`src/core/intc_consts.vh`:
```
// Constants for the interrupt priority and address-break controller
// Operation
// - Two control modes from two select bits
// - Priority bit 0 means level 0, 1 level 1
// - Nonmaskable and break requests ignore priority bits
// - Three-level masking from mode, mask bits, priorities
// - Nonmaskable highest, always accepted, edge selectable
// - Eight pins: falling, rising, both or level
// - Each source has its own vector number
// - Request may start transfer controller, CPU, both
// - Priority register A source bit mapping
// - Priority registers B, C, D source mapping
// - Break request when match flag and enable set
// - Match flag sets on enabled prefetch address hit
// - Match flag read-only, cleared by break exception
// - Break enable at bit 0, resets to 0
// - Break control bits 6..1 read zero
// - Three break address registers, low bit zero
// - Normal mode ignores address bits 23..16
// - Sense code 00 low,01 fall,10 rise,11 both
// - Pin request needs its enable bit set
// - Pin flag clears by zero write after one read
`ifndef INTC_CONSTS_VH
`define INTC_CONSTS_VH
`define ADDR_PRI_A      4'h0
`define ADDR_PRI_B      4'h1
`define ADDR_PRI_C      4'h2
`define ADDR_PRI_D      4'h3
`define ADDR_BRK_CTRL   4'h4
`define ADDR_BRK_HIGH   4'h5
`define ADDR_BRK_MID    4'h6
`define ADDR_BRK_LOW    4'h7
`define ADDR_SENSE_HIGH 4'h8
`define ADDR_SENSE_LOW  4'h9
`define ADDR_PIN_EN     4'ha
`define ADDR_PIN_FLAG   4'hb
`define ADDR_SYS_CTRL   4'hc
`define ADDR_PENDING    4'hd
`define SYS_MODE_LO     4
`define SYS_MODE_HI     5
`define SYS_NMI_EDGE    3
`define BRK_MATCH_BIT   7
`define BRK_ENABLE_BIT  0
`define PRI_RESET       8'h00
`define SYS_RESET       8'h00
`define PRI_A_RESV      8'h00
`define PRI_B_RESV      8'h31
`define PRI_C_RESV      8'h27
`define PRI_D_RESV      8'h3f
`define SENSE_LOW       2'b00
`define SENSE_FALL      2'b01
`define SENSE_RISE      2'b10
`define SENSE_BOTH      2'b11
`define VEC_NMI         7'h07
`define VEC_PIN0        7'h10
`define VEC_INTERNAL    7'h18
// Break vector sits past the sixteen internal sources so no source shares it
`define VEC_BREAK       7'h28
`define NUM_INT         16
`endif

```
`src/core/intc_core.v`:
```
// Interrupt controller: priority, masking, pin sensing, vectors and address break
//
// Local design decisions: the address map and the strobed register port.
`include "intc_consts.vh"
module intc_core (
  // Clock and reset
  input  wire        i_clock,
  input  wire        i_rst_b,
  // Register port
  input  wire [3:0]  i_addr,
  input  wire [7:0]  i_wdata,
  input  wire        i_wr,
  input  wire        i_rd,
  output reg  [7:0]  o_rdata,
  // Pins
  input  wire        i_nmi,
  input  wire [7:0]  i_pin_irq,
  // Internal peripheral requests, index k uses vector 24+k
  input  wire [15:0] i_int_req,
  input  wire [15:0] i_int_dtc_en,
  input  wire [15:0] i_int_cpu_en,
  // CPU state
  input  wire        i_ccr_i,
  input  wire        i_user_mask_bit,
  input  wire        i_advanced_mode,
  input  wire        i_prefetch,
  input  wire [23:0] i_prefetch_addr,
  input  wire        i_ack,
  input  wire [6:0]  i_ack_vector,
  // Requests to CPU and transfer controller
  output reg         o_irq,
  output reg  [6:0]  o_vector,
  output reg         o_dtc_req,
  output reg  [6:0]  o_dtc_vector
);
  reg  [7:0] priority_level_reg_a;
  reg  [7:0] priority_level_reg_b;
  reg  [7:0] priority_level_reg_c;
  reg  [7:0] priority_level_reg_d;
  reg  [7:0] system_control_register;
  reg        break_enable;
  reg        condition_match_flag;
  reg  [7:0] break_addr_high;
  reg  [7:0] break_addr_mid;
  reg  [6:0] break_addr_low;
  reg  [7:0] sense_control_high;
  reg  [7:0] sense_control_low;
  reg  [7:0] pin_irq_enable_reg;
  reg  [7:0] pin_request_flag;
  reg  [7:0] flag_read_one;
  reg  [7:0] pin_prev_reg;
  reg        nmi_prev_reg;
  reg        nmi_pend_reg;
  wire [15:0] sense_all = {sense_control_high, sense_control_low};
  wire [1:0] control_mode = {system_control_register[`SYS_MODE_HI],
                             system_control_register[`SYS_MODE_LO]};
  // Priority bit for internal source index 0..13; 14 and 15 stay at level 0
  function pri_int;
    input [3:0] k;
    begin
      case (k)
        4'h0: pri_int = priority_level_reg_b[7];
        4'h1: pri_int = priority_level_reg_b[6];
        4'h2: pri_int = priority_level_reg_b[3];
        4'h3: pri_int = priority_level_reg_b[2];
        4'h4: pri_int = priority_level_reg_b[1];
        4'h5: pri_int = priority_level_reg_c[7];
        4'h6: pri_int = priority_level_reg_c[6];
        4'h7: pri_int = priority_level_reg_c[4];
        4'h8: pri_int = priority_level_reg_c[3];
        4'h9: pri_int = priority_level_reg_d[7];
        4'ha: pri_int = priority_level_reg_d[6];
        4'hb: pri_int = priority_level_reg_a[2];
        4'hc: pri_int = priority_level_reg_a[1];
        4'hd: pri_int = priority_level_reg_a[0];
        default: pri_int = 1'b0;
      endcase
    end
  endfunction
  // Priority bit for pin n
  function pri_pin;
    input [2:0] n;
    begin
      case (n)
        3'd0: pri_pin = priority_level_reg_a[7];
        3'd1: pri_pin = priority_level_reg_a[6];
        3'd2, 3'd3: pri_pin = priority_level_reg_a[5];
        3'd4, 3'd5: pri_pin = priority_level_reg_a[4];
        default: pri_pin = priority_level_reg_a[3];
      endcase
    end
  endfunction
  // Pin edge/level detection
  wire [7:0] pin_event;
  wire [7:0] pin_level_mode;
  genvar g;
  generate
    for (g = 0; g < 8; g = g + 1) begin : pin_det
      wire [1:0] sc = sense_all[2*g+1:2*g];
      wire fall = pin_prev_reg[g] & ~i_pin_irq[g];
      wire rise = ~pin_prev_reg[g] & i_pin_irq[g];
      assign pin_level_mode[g] = (sc == `SENSE_LOW);
      assign pin_event[g] = (sc == `SENSE_LOW)  ? ~i_pin_irq[g] :
                            (sc == `SENSE_FALL) ? fall :
                            (sc == `SENSE_RISE) ? rise : (fall | rise);
    end
  endgenerate
  wire nmi_edge = system_control_register[`SYS_NMI_EDGE] ?
                  (~nmi_prev_reg & i_nmi) : (nmi_prev_reg & ~i_nmi);
  wire break_req = condition_match_flag & break_enable;
  wire [15:0] brk_cmp_hi = i_advanced_mode ? {break_addr_high, 8'h00}
                                           : 16'h0000;
  wire [23:0] pf_mask = i_advanced_mode ? i_prefetch_addr
                                        : {8'h00, i_prefetch_addr[15:0]};
  wire brk_hit = i_prefetch & break_enable & (pf_mask[23:1] ==
                 {brk_cmp_hi[15:8], break_addr_mid, break_addr_low});
  // Pending pin requests are gated by the enable bits
  wire [7:0]  pin_pend = pin_request_flag & pin_irq_enable_reg;
  wire [15:0] int_cpu  = i_int_req & i_int_cpu_en;
  wire [15:0] int_dtc  = i_int_req & i_int_dtc_en;
  // Mask levels: mode 0 uses I only; mode 2 uses I for level 0, I and UI for level 1
  reg        accept_lvl0;
  reg        accept_lvl1;
  always @* begin
    if (control_mode == 2'b10) begin
      accept_lvl0 = ~i_ccr_i;
      accept_lvl1 = ~(i_ccr_i & i_user_mask_bit);
    end else begin
      accept_lvl0 = ~i_ccr_i;
      accept_lvl1 = ~i_ccr_i;
    end
  end
  // Selection: NMI, break, then level 1, then level 0, lowest vector first
  reg        sel_valid;
  reg  [6:0] sel_vec;
  reg        dtc_valid;
  reg  [6:0] dtc_vec;
  reg        found1;
  reg        found0;
  reg  [6:0] vec1;
  reg  [6:0] vec0;
  integer    i;
  always @* begin
    found1 = 1'b0;
    found0 = 1'b0;
    vec1 = 7'h00;
    vec0 = 7'h00;
    dtc_valid = 1'b0;
    dtc_vec = 7'h00;
    for (i = 15; i >= 0; i = i - 1) begin
      if (int_cpu[i] && pri_int(i[3:0])) begin
        found1 = 1'b1;
        vec1 = `VEC_INTERNAL + i[6:0];
      end
      if (int_cpu[i] && !pri_int(i[3:0])) begin
        found0 = 1'b1;
        vec0 = `VEC_INTERNAL + i[6:0];
      end
      if (int_dtc[i]) begin
        dtc_valid = 1'b1;
        dtc_vec = `VEC_INTERNAL + i[6:0];
      end
    end
    for (i = 7; i >= 0; i = i - 1) begin
      if (pin_pend[i] && pri_pin(i[2:0])) begin
        found1 = 1'b1;
        vec1 = `VEC_PIN0 + i[6:0];
      end
      if (pin_pend[i] && !pri_pin(i[2:0])) begin
        found0 = 1'b1;
        vec0 = `VEC_PIN0 + i[6:0];
      end
    end
    if (nmi_pend_reg) begin
      sel_valid = 1'b1;
      sel_vec = `VEC_NMI;
    end else if (break_req) begin
      sel_valid = 1'b1;
      sel_vec = `VEC_BREAK;
    end else if (found1 && accept_lvl1) begin
      sel_valid = 1'b1;
      sel_vec = vec1;
    end else if (found0 && accept_lvl0) begin
      sel_valid = 1'b1;
      sel_vec = vec0;
    end else begin
      sel_valid = 1'b0;
      sel_vec = 7'h00;
    end
  end
  wire ack_pin_hit = i_ack && (i_ack_vector >= `VEC_PIN0) && (i_ack_vector < `VEC_INTERNAL);
  wire [2:0] ack_pin = i_ack_vector[2:0];
  // Decoded strobes, each used by a single process below
  wire       wr_pin_flag = i_wr && (i_addr == `ADDR_PIN_FLAG);
  wire       rd_pin_flag = i_rd && (i_addr == `ADDR_PIN_FLAG);
  wire       ack_nmi     = i_ack && (i_ack_vector == `VEC_NMI);
  wire       ack_break   = i_ack && (i_ack_vector == `VEC_BREAK);
  integer    j;

  // Read data; an idle cycle returns zero so several slaves can be OR-ed
  reg  [7:0] rdata_next;
  always @* begin
    rdata_next = 8'h00;
    if (i_rd) begin
      if (i_addr == `ADDR_PRI_A)
        rdata_next = priority_level_reg_a;
      else if (i_addr == `ADDR_PRI_B)
        rdata_next = priority_level_reg_b;
      else if (i_addr == `ADDR_PRI_C)
        rdata_next = priority_level_reg_c;
      else if (i_addr == `ADDR_PRI_D)
        rdata_next = priority_level_reg_d;
      else if (i_addr == `ADDR_BRK_CTRL)
        rdata_next = {condition_match_flag, 6'h00, break_enable};
      else if (i_addr == `ADDR_BRK_HIGH)
        rdata_next = break_addr_high;
      else if (i_addr == `ADDR_BRK_MID)
        rdata_next = break_addr_mid;
      else if (i_addr == `ADDR_BRK_LOW)
        rdata_next = {break_addr_low, 1'b0};
      else if (i_addr == `ADDR_SENSE_HIGH)
        rdata_next = sense_control_high;
      else if (i_addr == `ADDR_SENSE_LOW)
        rdata_next = sense_control_low;
      else if (i_addr == `ADDR_PIN_EN)
        rdata_next = pin_irq_enable_reg;
      else if (i_addr == `ADDR_PIN_FLAG)
        rdata_next = pin_request_flag;
      else if (i_addr == `ADDR_SYS_CTRL)
        rdata_next = system_control_register;
      else if (i_addr == `ADDR_PENDING)
        rdata_next = {sel_valid, sel_vec};
      else
        rdata_next = 8'h00;
    end
  end

  // Edge history starts at the idle high level so no false edge follows reset
  always @(posedge i_clock or negedge i_rst_b) begin
    if (!i_rst_b) begin
      pin_prev_reg <= 8'hff;
      nmi_prev_reg <= 1'b1;
    end else begin
      pin_prev_reg <= i_pin_irq;
      nmi_prev_reg <= i_nmi;
    end
  end

  // Nonmaskable pending: a new edge in the acknowledge cycle is not lost
  always @(posedge i_clock or negedge i_rst_b) begin
    if (!i_rst_b)
      nmi_pend_reg <= 1'b0;
    else if (nmi_edge)
      nmi_pend_reg <= 1'b1;
    else if (ack_nmi)
      nmi_pend_reg <= 1'b0;
  end

  // Match flag: reset to 0 although software may not rely on its reset value.
  // A hit in the acknowledge cycle wins, so a second break is not dropped.
  always @(posedge i_clock or negedge i_rst_b) begin
    if (!i_rst_b)
      condition_match_flag <= 1'b0;
    else if (brk_hit)
      condition_match_flag <= 1'b1;
    else if (ack_break)
      condition_match_flag <= 1'b0;
  end

  // Pin flags: a zero write clears only after a read saw the flag set, and a
  // new event in the same cycle wins. Level-mode flags survive the acknowledge
  // while the pin is still low, since the request is still being asserted.
  always @(posedge i_clock or negedge i_rst_b) begin
    if (!i_rst_b) begin
      pin_request_flag <= 8'h00;
      flag_read_one    <= 8'h00;
    end else begin
      for (j = 0; j < 8; j = j + 1) begin
        if (pin_event[j])
          pin_request_flag[j] <= 1'b1;
        else if (wr_pin_flag && !i_wdata[j] && flag_read_one[j]) begin
          pin_request_flag[j] <= 1'b0;
          flag_read_one[j]    <= 1'b0;
        end else if (ack_pin_hit && ack_pin == j[2:0] &&
                     (!pin_level_mode[j] || i_pin_irq[j]))
          pin_request_flag[j] <= 1'b0;
        if (rd_pin_flag && pin_request_flag[j])
          flag_read_one[j] <= 1'b1;
      end
    end
  end

  // Priority levels; reserved bits are held at zero whatever is written
  always @(posedge i_clock or negedge i_rst_b) begin
    if (!i_rst_b) begin
      priority_level_reg_a <= `PRI_RESET;
      priority_level_reg_b <= `PRI_RESET;
      priority_level_reg_c <= `PRI_RESET;
      priority_level_reg_d <= `PRI_RESET;
    end else if (i_wr) begin
      if (i_addr == `ADDR_PRI_A)
        priority_level_reg_a <= i_wdata;
      else if (i_addr == `ADDR_PRI_B)
        priority_level_reg_b <= i_wdata & ~`PRI_B_RESV;
      else if (i_addr == `ADDR_PRI_C)
        priority_level_reg_c <= i_wdata & ~`PRI_C_RESV;
      else if (i_addr == `ADDR_PRI_D)
        priority_level_reg_d <= i_wdata & ~`PRI_D_RESV;
    end
  end

  // Break enable and break address
  always @(posedge i_clock or negedge i_rst_b) begin
    if (!i_rst_b) begin
      break_enable    <= 1'b0;
      break_addr_high <= 8'h00;
      break_addr_mid  <= 8'h00;
      break_addr_low  <= 7'h00;
    end else if (i_wr) begin
      if (i_addr == `ADDR_BRK_CTRL)
        break_enable <= i_wdata[`BRK_ENABLE_BIT];
      else if (i_addr == `ADDR_BRK_HIGH)
        break_addr_high <= i_wdata;
      else if (i_addr == `ADDR_BRK_MID)
        break_addr_mid <= i_wdata;
      else if (i_addr == `ADDR_BRK_LOW)
        break_addr_low <= i_wdata[7:1];
    end
  end

  // Pin sensing, pin enables and system control
  always @(posedge i_clock or negedge i_rst_b) begin
    if (!i_rst_b) begin
      sense_control_high      <= 8'h00;
      sense_control_low       <= 8'h00;
      pin_irq_enable_reg      <= 8'h00;
      system_control_register <= `SYS_RESET;
    end else if (i_wr) begin
      if (i_addr == `ADDR_SENSE_HIGH)
        sense_control_high <= i_wdata;
      else if (i_addr == `ADDR_SENSE_LOW)
        sense_control_low <= i_wdata;
      else if (i_addr == `ADDR_PIN_EN)
        pin_irq_enable_reg <= i_wdata;
      else if (i_addr == `ADDR_SYS_CTRL)
        system_control_register <= i_wdata;
    end
  end

  // CPU side outputs; registered so the vector never glitches while it stands
  always @(posedge i_clock or negedge i_rst_b) begin
    if (!i_rst_b) begin
      o_irq    <= 1'b0;
      o_vector <= 7'h00;
      o_rdata  <= 8'h00;
    end else begin
      o_irq    <= sel_valid;
      o_vector <= sel_vec;
      o_rdata  <= rdata_next;
    end
  end

  // Transfer controller outputs, independent of the CPU mask
  always @(posedge i_clock or negedge i_rst_b) begin
    if (!i_rst_b) begin
      o_dtc_req    <= 1'b0;
      o_dtc_vector <= 7'h00;
    end else begin
      o_dtc_req    <= dtc_valid;
      o_dtc_vector <= dtc_vec;
    end
  end
endmodule

```
`config.mk`:
```
export PLATFORM = sky130hd
export DESIGN_NAME = intc_core
export DESIGN_NICKNAME = d
export VERILOG_FILES = /design/src/core/intc_core.v
export VERILOG_INCLUDE_DIRS = /design/src /design/src/core
export SDC_FILE = /design/constraint.sdc
export NUM_CORES = 1
export LEC_CHECK = 0
export BUFFER_PORTS_ARGS = -buffer_cell sky130_fd_sc_hd__buf_2
export CAP_MARGIN = 0
export CORE_MARGIN = 3
export CORE_UTILIZATION = 50
export DETAILED_ROUTE_END_ITERATION = 8
export MAX_ROUTING_LAYER = met4
export PLACE_DENSITY = 0.71
export SLEW_MARGIN = 20
export SYNTH_ARGS = -nofsm -noshare
export SYNTH_HDL_FRONTEND = slang
export SYNTH_SLANG_ARGS = --single-unit
```
`constraint.sdc`:
```
create_clock -name i_clock -period 2.7 [get_ports i_clock]
set_clock_uncertainty 0.1 [all_clocks]
set_input_delay 0.81 -clock i_clock [delete_from_list [all_inputs] [get_ports i_clock]]
set_output_delay 0.81 -clock i_clock [all_outputs]
set_load 0.03 [all_outputs]
```
======== After elaboration in Yosys (flattened, before gate mapping) ========
Cells that the tools add are included.
word-level totals
  output and inout bits ................... 24
  logic and storage cells ................. 559
  flip-flop bits (word level) ............. 126
cells by class
  bitwise logic cells ..................... 62
  muxes and demuxes ....................... 227
  equal/unequal tests ..................... 48
  order comparisons ....................... 2
  reduce and logical (&&, ||, !) cells .... 183
operators with widths
  cell                  count
  $mux W7               57
  $mux W1               144
  $mux W8               15
  $logic_and A1 B1 Y1   92
  $mux W6               9
  $logic_not A1 Y1      35
  $and A16 B16 Y16      2
  $not A1 Y1            29
  $eq A4 B4 Y1 const B  6
  $mux W24              1
  $reduce_bool A3 Y1    8
  $eq A23 B23 Y1        1
  $and A1 B1 Y1         22
  $reduce_and A2 Y1     11
  $reduce_bool A2 Y1    10
  $eq A2 B2 Y1 const B  9
  $eq A2 B1 Y1 const B  8
  $eq A4 B3 Y1 const B  4
  $logic_not A2 Y1      8
  $mux W16              1
  $ne A2 B1 Y1 const B  8
  $reduce_and A5 Y1     3
  $eq A3 B3 Y1 const B  4
  $reduce_and A4 Y1     3
  14 further kinds      32

======== Longest topological paths before layout ========
Gate-level depths: netlist (run 1).
  depth in word-level cells ............... 45
  gate-level depth with buffers ........... 9
  mapped depth without buffers ............ 8

======== Worst setup path after synthesis (run 1) ========
OpenSTA, ideal clock, no wires.
  kind .................................... input port to flip-flop
  from .................................... input port i_int_req[4]
  to ...................................... register o_rdata[7]
  path slack .............................. -0.150 ns
  library setup time ...................... 0.135 ns
  cell stages on the path ................. 7
  buffers on the path ..................... 0
  required time ........................... 2.465 ns
  data arrival time ....................... 2.614 ns
  cell sequence ........................... and3b_1 or4_1 nor4_4 a21oi_1 or4_1 nand2_1 a31oi_1
on the way
  cells in the longest elaborated chain, start to end .. 35
  elaborated cells between the ends (all ways) .. 50
  classes of those cells .................. mux: 45; bitwise: 1; reduce/logical: 4
RTL lines
  element                  RTL line         source
  start, declared          intc_core.v:19   input wire [15:0] i_int_req,
  $and A16 B16 Y16 (*)     intc_core.v:119  wire [15:0] int_cpu = i_int_req & i_int_cpu_en;
  $logic_and A1 B1 Y1      intc_core.v:155  if (int_cpu[i] && !pri_int(i[3:0])) begin
  $mux W1 (5 in series)    intc_core.v:155
  $mux W1 (8 in series)    intc_core.v:169  if (pin_pend[i] && !pri_pin(i[2:0])) begin
  $logic_and A1 B1 Y1      intc_core.v:183  end else if (found0 && accept_lvl0) begin
  $mux W1                  intc_core.v:183
  $mux W1 (*)              intc_core.v:180  end else if (found1 && accept_lvl1) begin
  $mux W1 (*)              intc_core.v:177  end else if (break_req) begin
  (+1 left out)            -
  named net sel_valid      intc_core.v:134  reg sel_valid;
  (+8 left out)            -
  $mux W8 (*)              intc_core.v:215  else if (i_addr == `ADDR_BRK_HIGH)
  $mux W8 (*)              intc_core.v:213  else if (i_addr == `ADDR_BRK_CTRL)
  $mux W8 (*)              intc_core.v:211  else if (i_addr == `ADDR_PRI_D)
  $mux W8 (*)              intc_core.v:209  else if (i_addr == `ADDR_PRI_C)
  $mux W8 (*)              intc_core.v:207  else if (i_addr == `ADDR_PRI_B)
  $mux W8 (*)              intc_core.v:205  if (i_addr == `ADDR_PRI_A)
  $mux W8 (*)              intc_core.v:204  if (i_rd) begin
  named net rdata_next[7]  intc_core.v:201  reg [7:0] rdata_next;
  end signal, assigned     intc_core.v:359  o_rdata <= rdata_next;
  end, declared            intc_core.v:14   output reg [7:0] o_rdata,
The timed path passes the listed nets; every way through them passes the cells marked *.
A chain may end at the register's enable or synchronous reset.

======== Final worst setup path (run 1) ========
  from .................................... register pin_request_flag[2]
  to ...................................... register o_rdata[4]
on the way
  cells in the longest elaborated chain, start to end .. 25
  elaborated cells between the ends (all ways) .. 36
  classes of those cells .................. mux: 31; bitwise: 1; reduce/logical: 4
RTL lines
  element                          RTL line         source
  start, declared                  intc_core.v:49   reg [7:0] pin_request_flag;
  start signal, assigned           intc_core.v:275  pin_request_flag <= 8'h00;
  start signal, assigned by index  intc_core.v:280  pin_request_flag[j] <= 1'b1;
  start signal, assigned by index  intc_core.v:282  pin_request_flag[j] <= 1'b0;
  $and A8 B8 Y8 (*)                intc_core.v:118  wire [7:0] pin_pend = pin_request_flag & pin_irq_enable_reg;
  $logic_and A1 B1 Y1              intc_core.v:169
  $mux W1 (3 in series)            intc_core.v:169
  $logic_and A1 B1 Y1              intc_core.v:183
  $mux W7                          intc_core.v:183
  $mux W7 (*)                      intc_core.v:180
  $mux W7 (*)                      intc_core.v:177
  $mux W7 (*)                      intc_core.v:174  if (nmi_pend_reg) begin
  (+8 left out)                    -
  $mux W8 (*)                      intc_core.v:215
  $mux W8 (*)                      intc_core.v:213
  $mux W8 (*)                      intc_core.v:211
  $mux W8 (*)                      intc_core.v:209
  $mux W8 (*)                      intc_core.v:207
  $mux W8 (*)                      intc_core.v:205
  $mux W8 (*)                      intc_core.v:204
  named net rdata_next[4]          intc_core.v:201
Marks and branches as above.

==> results of run 1 <==
## cell usage in the layout (no fill, tap or decap), drive strengths merged, types with 4 or more instances in the layout
cell      n
buf     234
dfrtp   114
nand2   103
mux2     75
nor2     56
o21ai    43
a21oi    38
nand3    38
inv      31
clkbuf   26
ha       16
nand3b   13
mux2i    13
xnor2    13
a22oi    12
nand4    11
nand2b   10
a31oi    10
xor2     10
o22ai    10
nor3      9
nor2b     9
dfstp     9
and3      7
and2      7
a211oi    6
a31o      6
o31ai     6
nor4      6
o211ai    5
and3b     5
or4       5
and4      4
o311ai    4
nor3b     4
## per-layer routing
layer / part of all wire (%) / track usage [%]
met5: 0 / -
met4: 2.9 / 10.15
met3: 7.2 / 4.871
met2: 46 / 48.04
met1: 44 / 42.94
## worst max-delay path by stage
| stage | depth (start not counted) | to |
|---|---|---|
| finish | 7 | o_rdata[4]$_DFF_PN0_ |
| detailed placement | 8 | o_rdata[7]$_DFF_PN0_ |
| CTS | 7 | o_rdata[1]$_DFF_PN0_ |
| global placement | 8 | o_rdata[1]$_DFF_PN0_ |
| floorplan | 7 | o_rdata[7]$_DFF_PN0_ |
| global route | 7 | o_rdata[4]$_DFF_PN0_ |
## timing repair
item	CTS	global route
setup buffers	0	2
gates resized for setup	0	1
setup endpoints to repair	0	6
## logic make-up after synthesis
family,count (synthesis),synth area share [%]
compound gates,191,17.52
xor+xnor,23,2.632
fa+ha+maj,16,2.615
buf+inv,68,3.645
flops,123,40.36
mux,91,13.66
other cells,1,0.04899
simple gates,296,19.52
## critical path, stage by stage (launching register included)
cell and delay [ns]:
dfrtp_1 0.41, a22oi_2 0.25, o211ai_1 0.15, or4_4 0.61, nor4_4 0.27, a21oi_1 0.08, or4_1 0.48, a21oi_1 0.17
## layout make-up
type | count | area share [%]
tap | 184 | 2.329
clock inverter | 5 | 0.8100
inverter | 31 | 1.177
timing repair buffer | 234 | 15.16
multi-input combinational | 619 | 43.82
clock buffer | 26 | 5.455
sequential | 123 | 31.25
## power by group through the flow
stage / Sequential (uW) / Clock, uW / Combinational, uW
after global placement: 2540 / 0 / 1800
after CTS: 2530 / 2390 / 1850
after global routing: 2580 / 2470 / 2050
final: 2540 / 2370 / 1890
after detailed placement: 2550 / 0 / 1830
after floorplan: 2470 / 0 / 1120
## stage by stage
stage                     total power (uW)  util [%]  worst slack (ns)  cells
final                                 6795     67.00           0.09326   1222
after global routing                  7095     67.00         -0.004238   1222
after CTS                             6765     66.82           0.05047   1220
after detailed placement              4377     62.62           -0.2335   1189
after global placement                4342     62.62           -0.1955   1189
after floorplan                       3584         -          -0.02470    810
==> out/results.txt, run 1 <==
Setup TNS - 0 ns
Vias in the first global route - 7167
Worst setup EP type - register
Reg2Reg Depth - 7
Crit path launch type - register
Core box area - 14750 um^2
Final net count - 1151
Clk sinks - 123
Synth warnings - 0
Synth top area share - 37.27%
VDD IR max - 0.5672 mV
Hold Crit Class - input pin to asynchronous set/reset pin
Post-Syn Area - 7655 um^2
FF-to-FF Start - pin_request_flag[2]$_DFFE_PN0P_
Placed Area - 9239 um^2
Die Width - 129.7 um
P_sw - 2151 uW
Hold buffers post-CTS - 0
Status - completed
First-pass GRT wire length - 39150 um
Area Overhead vs Synth - 29.14%
N_diodes - 0
Register area share after synthesis - 40.36%
Fill count - 1244
Total CTS buffers - 17
Area of the multi-input gates - 4332 um^2
Top cells by area, synth - dfrtp_1 (37%), mux2_2 (11%), nand2_1 (5.1%)
HPWL after DPL - 19010 um
Largest area contributor in the netlist - dfrtp_1
Post-synth EDFFs - 0
Final Cycle Share - 96.55%
Clock share of power - 34.9%
Routed via count - 7434
Routed len/inst - 20.45 um
GRT Residual Overflow - 0
Via/cell ratio - 6.083
Flop-to-flop setup slack - 0.09 ns
Async S/R FF share, synth - 100.0%
Max-Cap Viols - 0
CP Data Arrival Time - 2.84 ns
#FFs+latches synth - 123
Fin area - 9886 um^2
Initial Utilization - 51.88%
Clock Tree Root - clkbuf_16
Final hold viol count - 0
CP Max Fanout - 7
CTS tree - done
RePlAce Congestion - 1.013
1st-iter DRT viols - 772
Main synth FF type - dfrtp_1
Global-route usage over all layers - 31.31%
Fraction of layout cells with a size suffix above 1 - 36.61%
Pwr dens - 687.3 nW/um^2
Worst-Skew Late Latency - 0.42 ns
Routed wire length - 24990 um
Pre-antenna DRT Iters - 6
Logic pwr share - 27.8%
Worst-path clk slew - 0.06 ns
Flop pwr share - 37.4%
Cell count after synthesis - 809
Required time worst endpoint - 2.93 ns
P_leak - 0.004543 uW
P_int - 4644 uW
Post-synthesis cell type count - 84
Switching part of the total - 31.65%
Reg2reg end - o_rdata[4]$_DFF_PN0_
Final ANT Viol Nets - 0
Die Y-Extent - 129.7 um
Worst rel slew slack - 61.51%
Ports - 133
Least-Margin Pin Slew - 0.5761 ns
CP startpoint - pin_request_flag[2]$_DFFE_PN0P_
H-tree levels - 4
Count leader, synth - dfrtp_1
Slew Viols, Final - 0
Min Tclk post-route - 2.607 ns
Initial antenna violation count - 0
Minimum hold slack - 0.2101 ns
Num rows - 44
# setup viols final - 0
# port buffers - 129
Die ar. - 16830 um^2
Storage cell area - 3089 um^2
WS Path Type - register to register
Drc violations - 0
Largest net degree at the start of global routing - 38
Commonest cells post-synth - dfrtp_1 (114), nand2_1 (103), mux2_2 (75)
CTS max path bufs - 2
FMAX - 383.6 MHz
Mapped Avg Cell Area - 9.462 um^2
(Power assumes the default switching activity.)
==> run 2, diff against run 1 <==
Settings changed: ABC_AREA set to 1, PLACE_DENSITY 0.71 to 0.72.
==> run 2 against run 1 <==
Against the previous run:
- the flow now finishes with violations (negative setup slack)
- power shrank 2.9%
- first-iteration DRC count shrank 3.4%
- die area shrank 7.2%
- wire length shrank 6.5%
- non-clock buffer count grew 18
- final cell count grew 14%
- global-route usage shrank 1.5 points
- synthesized cell count grew 17%
- maximum frequency shrank 12%
- sequential power shrank 4%
- largest power group unchanged
==> out/results.txt, run 2 <==
Status - finished, violations left
Post-synth EDFFs - 0 (unchanged)
Worst path cell trace - buf_6, nand3b_1, nand2_2, buf_4, o21bai_1, nand2_1, nand2_1, nand2_1, nand2_1, nand2_1, nand2_1, nand2_1, a31oi_2, o21ai_1, buf_4, buf_4, buf_4, buf_4, buf_4, buf_4, buf_4, buf_4
Die Y-Extent - 125 um (-3.6%)
Commonest non-fill, non-tap cell in the layout - nand2_1
Fraction of layout cells with a size suffix above 1 - 32.26% (-4.3 points)
Total CTS buffers - 17 (unchanged)
CP Max Fanout - 3 (-4)
Synth warnings - 0 (unchanged)
Least-Margin Pin Slew - 0.6898 ns (+0.1137 ns)
Synth top area share - 40.29% (+3.0 points)
Hold Crit Class - input pin to asynchronous set/reset pin
Worst rel slew slack - 53.84% (-7.7 points)
Setup TNS - -1.098 ns (-1.098 ns)
CTS max path bufs - 2 (unchanged)
Worst setup EP type - register
Violated checks - negative setup slack
Die Width - 125 um (-3.6%)
Via/cell ratio - 5.496 (-9.7%)
Commonest cells post-synth - nand2_1 (302), dfrtp_1 (114), inv_1 (99), o21ai_0 (99), nor2_1 (63)
Main synth FF type - dfrtp_1
Clock Tree Root - clkbuf_16
Worst-path clk slew - 0.05 ns (about the same)
CP Data Arrival Time - 3.16 ns (+0.32 ns)
Fill count - 1055 (-15%)
Final ANT Viol Nets - 0 (unchanged)
WS Path Type - input pin to register
Cell count after synthesis - 944 (+17%)
Worst path top cell family by delay - buffers and inverters
Register area share after synthesis - 43.63% (+3.3 points)
First-pass GRT wire length - 36020 um (-8.0%)
Max-Cap Viols - 0 (unchanged)
Routed len/inst - 16.83 um (-18%)
Crit path launch type - input pin
Ports - 133 (unchanged)
Critical path's most frequent cell - buf_4
Drc violations - 0 (unchanged)
Pwr dens - 665.3 nW/um^2 (-3.2%)
CP peak stage delay - 0.20 ns (-0.41 ns)
Min setup slack post-route - -0.2477 ns (-0.3410 ns)
Most frequent cells in the layout - nand2_1 (280), buf_4 (117), buf_2 (113), dfrtp_1 (112), inv_1 (98)
1st-iter DRT viols - 746 (-3.4%)
Post-Syn Area - 7081 um^2 (-7.5%)
Clk sinks - 123 (unchanged)
HPWL after DPL - 16250 um (-14%)
Hold buffers post-CTS - 0 (unchanged)
Die ar. - 15630 um^2 (-7.2%)
Largest net degree at the start of global routing - 56 (+47%)
# port buffers - 129 (unchanged)
Final Cycle Share - 109.2% (+13 points)
Slowest library cell on the worst path - a31oi_2
Core box area - 13560 um^2 (-8.1%)
GRT Residual Overflow - 0 (unchanged)
Routed via count - 7628 (+2.6%)
RSZ-0062 raised after global routing - yes
Initial Utilization - 52.22% (+0.34 points)
Required time worst endpoint - 2.91 ns (-0.02 ns)
Global-route usage over all layers - 29.82% (-1.5 points)
Buffers & Inverters on Critical Path - 10 (+10)
Vias in the first global route - 7157 (-0.14%)
RePlAce Congestion - 0.9872 (-2.5%)
N_diodes - 0 (unchanged)
Pre-antenna DRT Iters - 5 (-1)
Min Tclk post-route - 2.948 ns (+0.3410 ns)
Final net count - 1324 (+15%)
Post-synthesis cell type count - 51 (-39%)
H-tree levels - 4 (unchanged)
P_leak - 0.005077 uW (+12%)
# setup viols final - 7 (+7)
Placed instance count - 1328 (+12%)
Worst-Skew Late Latency - 0.42 ns (about the same)
Num rows - 42 (-4.5%)
Area Overhead vs Synth - 40.06%
Routed wire length - 23360 um (-6.5%)
FMAX - 339.2 MHz (-12%)
Count leader, synth - nand2_1
VDD IR max - 0.4472 mV (-21%)
Slew Viols, Final - 0 (unchanged)
Async S/R FF share, synth - 100.0% (unchanged)
Mapped Avg Cell Area - 7.501 um^2 (-21%)
Minimum hold slack - 0.2196 ns (+0.009577 ns)
Top cells by area, synth - dfrtp_1 (40%), nand2_1 (16%), o21ai_0 (7.0%)
CTS tree - done
#FFs+latches synth - 123 (unchanged)
Final hold viol count - 0 (unchanged)
Largest area contributor in the netlist - dfrtp_1
Initial antenna violation count - 0 (unchanged)
Layout Cells excl Fill - 1388 (+14%)
[run 2: through the flow]
step                      setup WS, ns  area, um^2  power (uW)  utilization, %
after floorplan                0.01737        7084        3258               -
after global placement          -1.088        8628        3948           63.64
after detailed placement        -1.035        8628        3990           63.64
after CTS                      -0.1503        9564        6430           70.54
after global routing           -0.5172        9917        6925           73.15
final                          -0.2477        9917        6598           73.15
[run 2: layer usage]
metal  part of all wire, %  GRT usage [%]  vias to the layer above
met5                     0              -                        -
met4                   3.7          12.05                        0
met1                    41          38.09                     3563
met2                    48          47.86                      362
met3                   7.4          4.606                       71
li1                      -              -                     3632
[run 2: timing repair]
| item | 4_1_cts | 5_1_grt |
|---|---|---|
| buffers inserted | 20 | 12 |
| setup endpoints to repair | 7 | 9 |
| gates resized for setup | 47 | 72 |
| pin swaps | 44 | 42 |
| gates cloned | 0 | 0 |
[run 2: layout make-up]
| cell class | instances | area (um^2) | share of cell area [%] |
|---|---|---|---|
| sequential | 123 | 3092 | 31.18 |
| clock buffer | 24 | 481.7 | 4.857 |
| multi-input combinational | 701 | 3897 | 39.30 |
| timing repair buffer | 252 | 1718 | 17.32 |
| inverter | 104 | 390.4 | 3.936 |
| tap | 176 | 220.2 | 2.221 |
| clock inverter | 8 | 117.6 | 1.186 |
[run 2: cell families after synthesis]
group / after synthesis / synth area share (%)
compound gates: 190 / 15.92
flops: 123 / 43.63
simple gates: 476 / 28.89
buf+inv: 121 / 6.574
other cells: 1 / 0.05296
fa+ha+maj: 16 / 2.827
xor+xnor: 17 / 2.103
[run 2: path summary, 6_finish.rpt]
| path | startpoint | end | slack (ns) | cells after the start |
|---|---|---|---|---|
| min in group i_clock | sense_control_high[6]$_DFFE_PN0P_ | sense_control_high[6]$_DFFE_PN0P_ | 0.39 | 2 |
| max | i_int_req[11] | o_vector[1]$_DFF_PN0_ | -0.25 | 22 |
| max reg2reg | priority_level_reg_a[1]$_DFFE_PN0P_ | o_vector[1]$_DFF_PN0_ | -0.23 | 21 |
| max in group asynchronous | i_rst_b | pin_prev_reg[6]$_DFF_PN1_ | 1.61 | 2 |
| min | i_rst_b | o_dtc_vector[0]$_DFF_PN0_ | 0.22 | 1 |
| min reg2reg | sense_control_high[6]$_DFFE_PN0P_ | sense_control_high[6]$_DFFE_PN0P_ | 0.39 | 2 |
[run 2: power by group]
group	switching (uW)	internal, uW
Sequential	280	2150
Clock	811	1520
Combinational	1000	841
Total	2090	4500
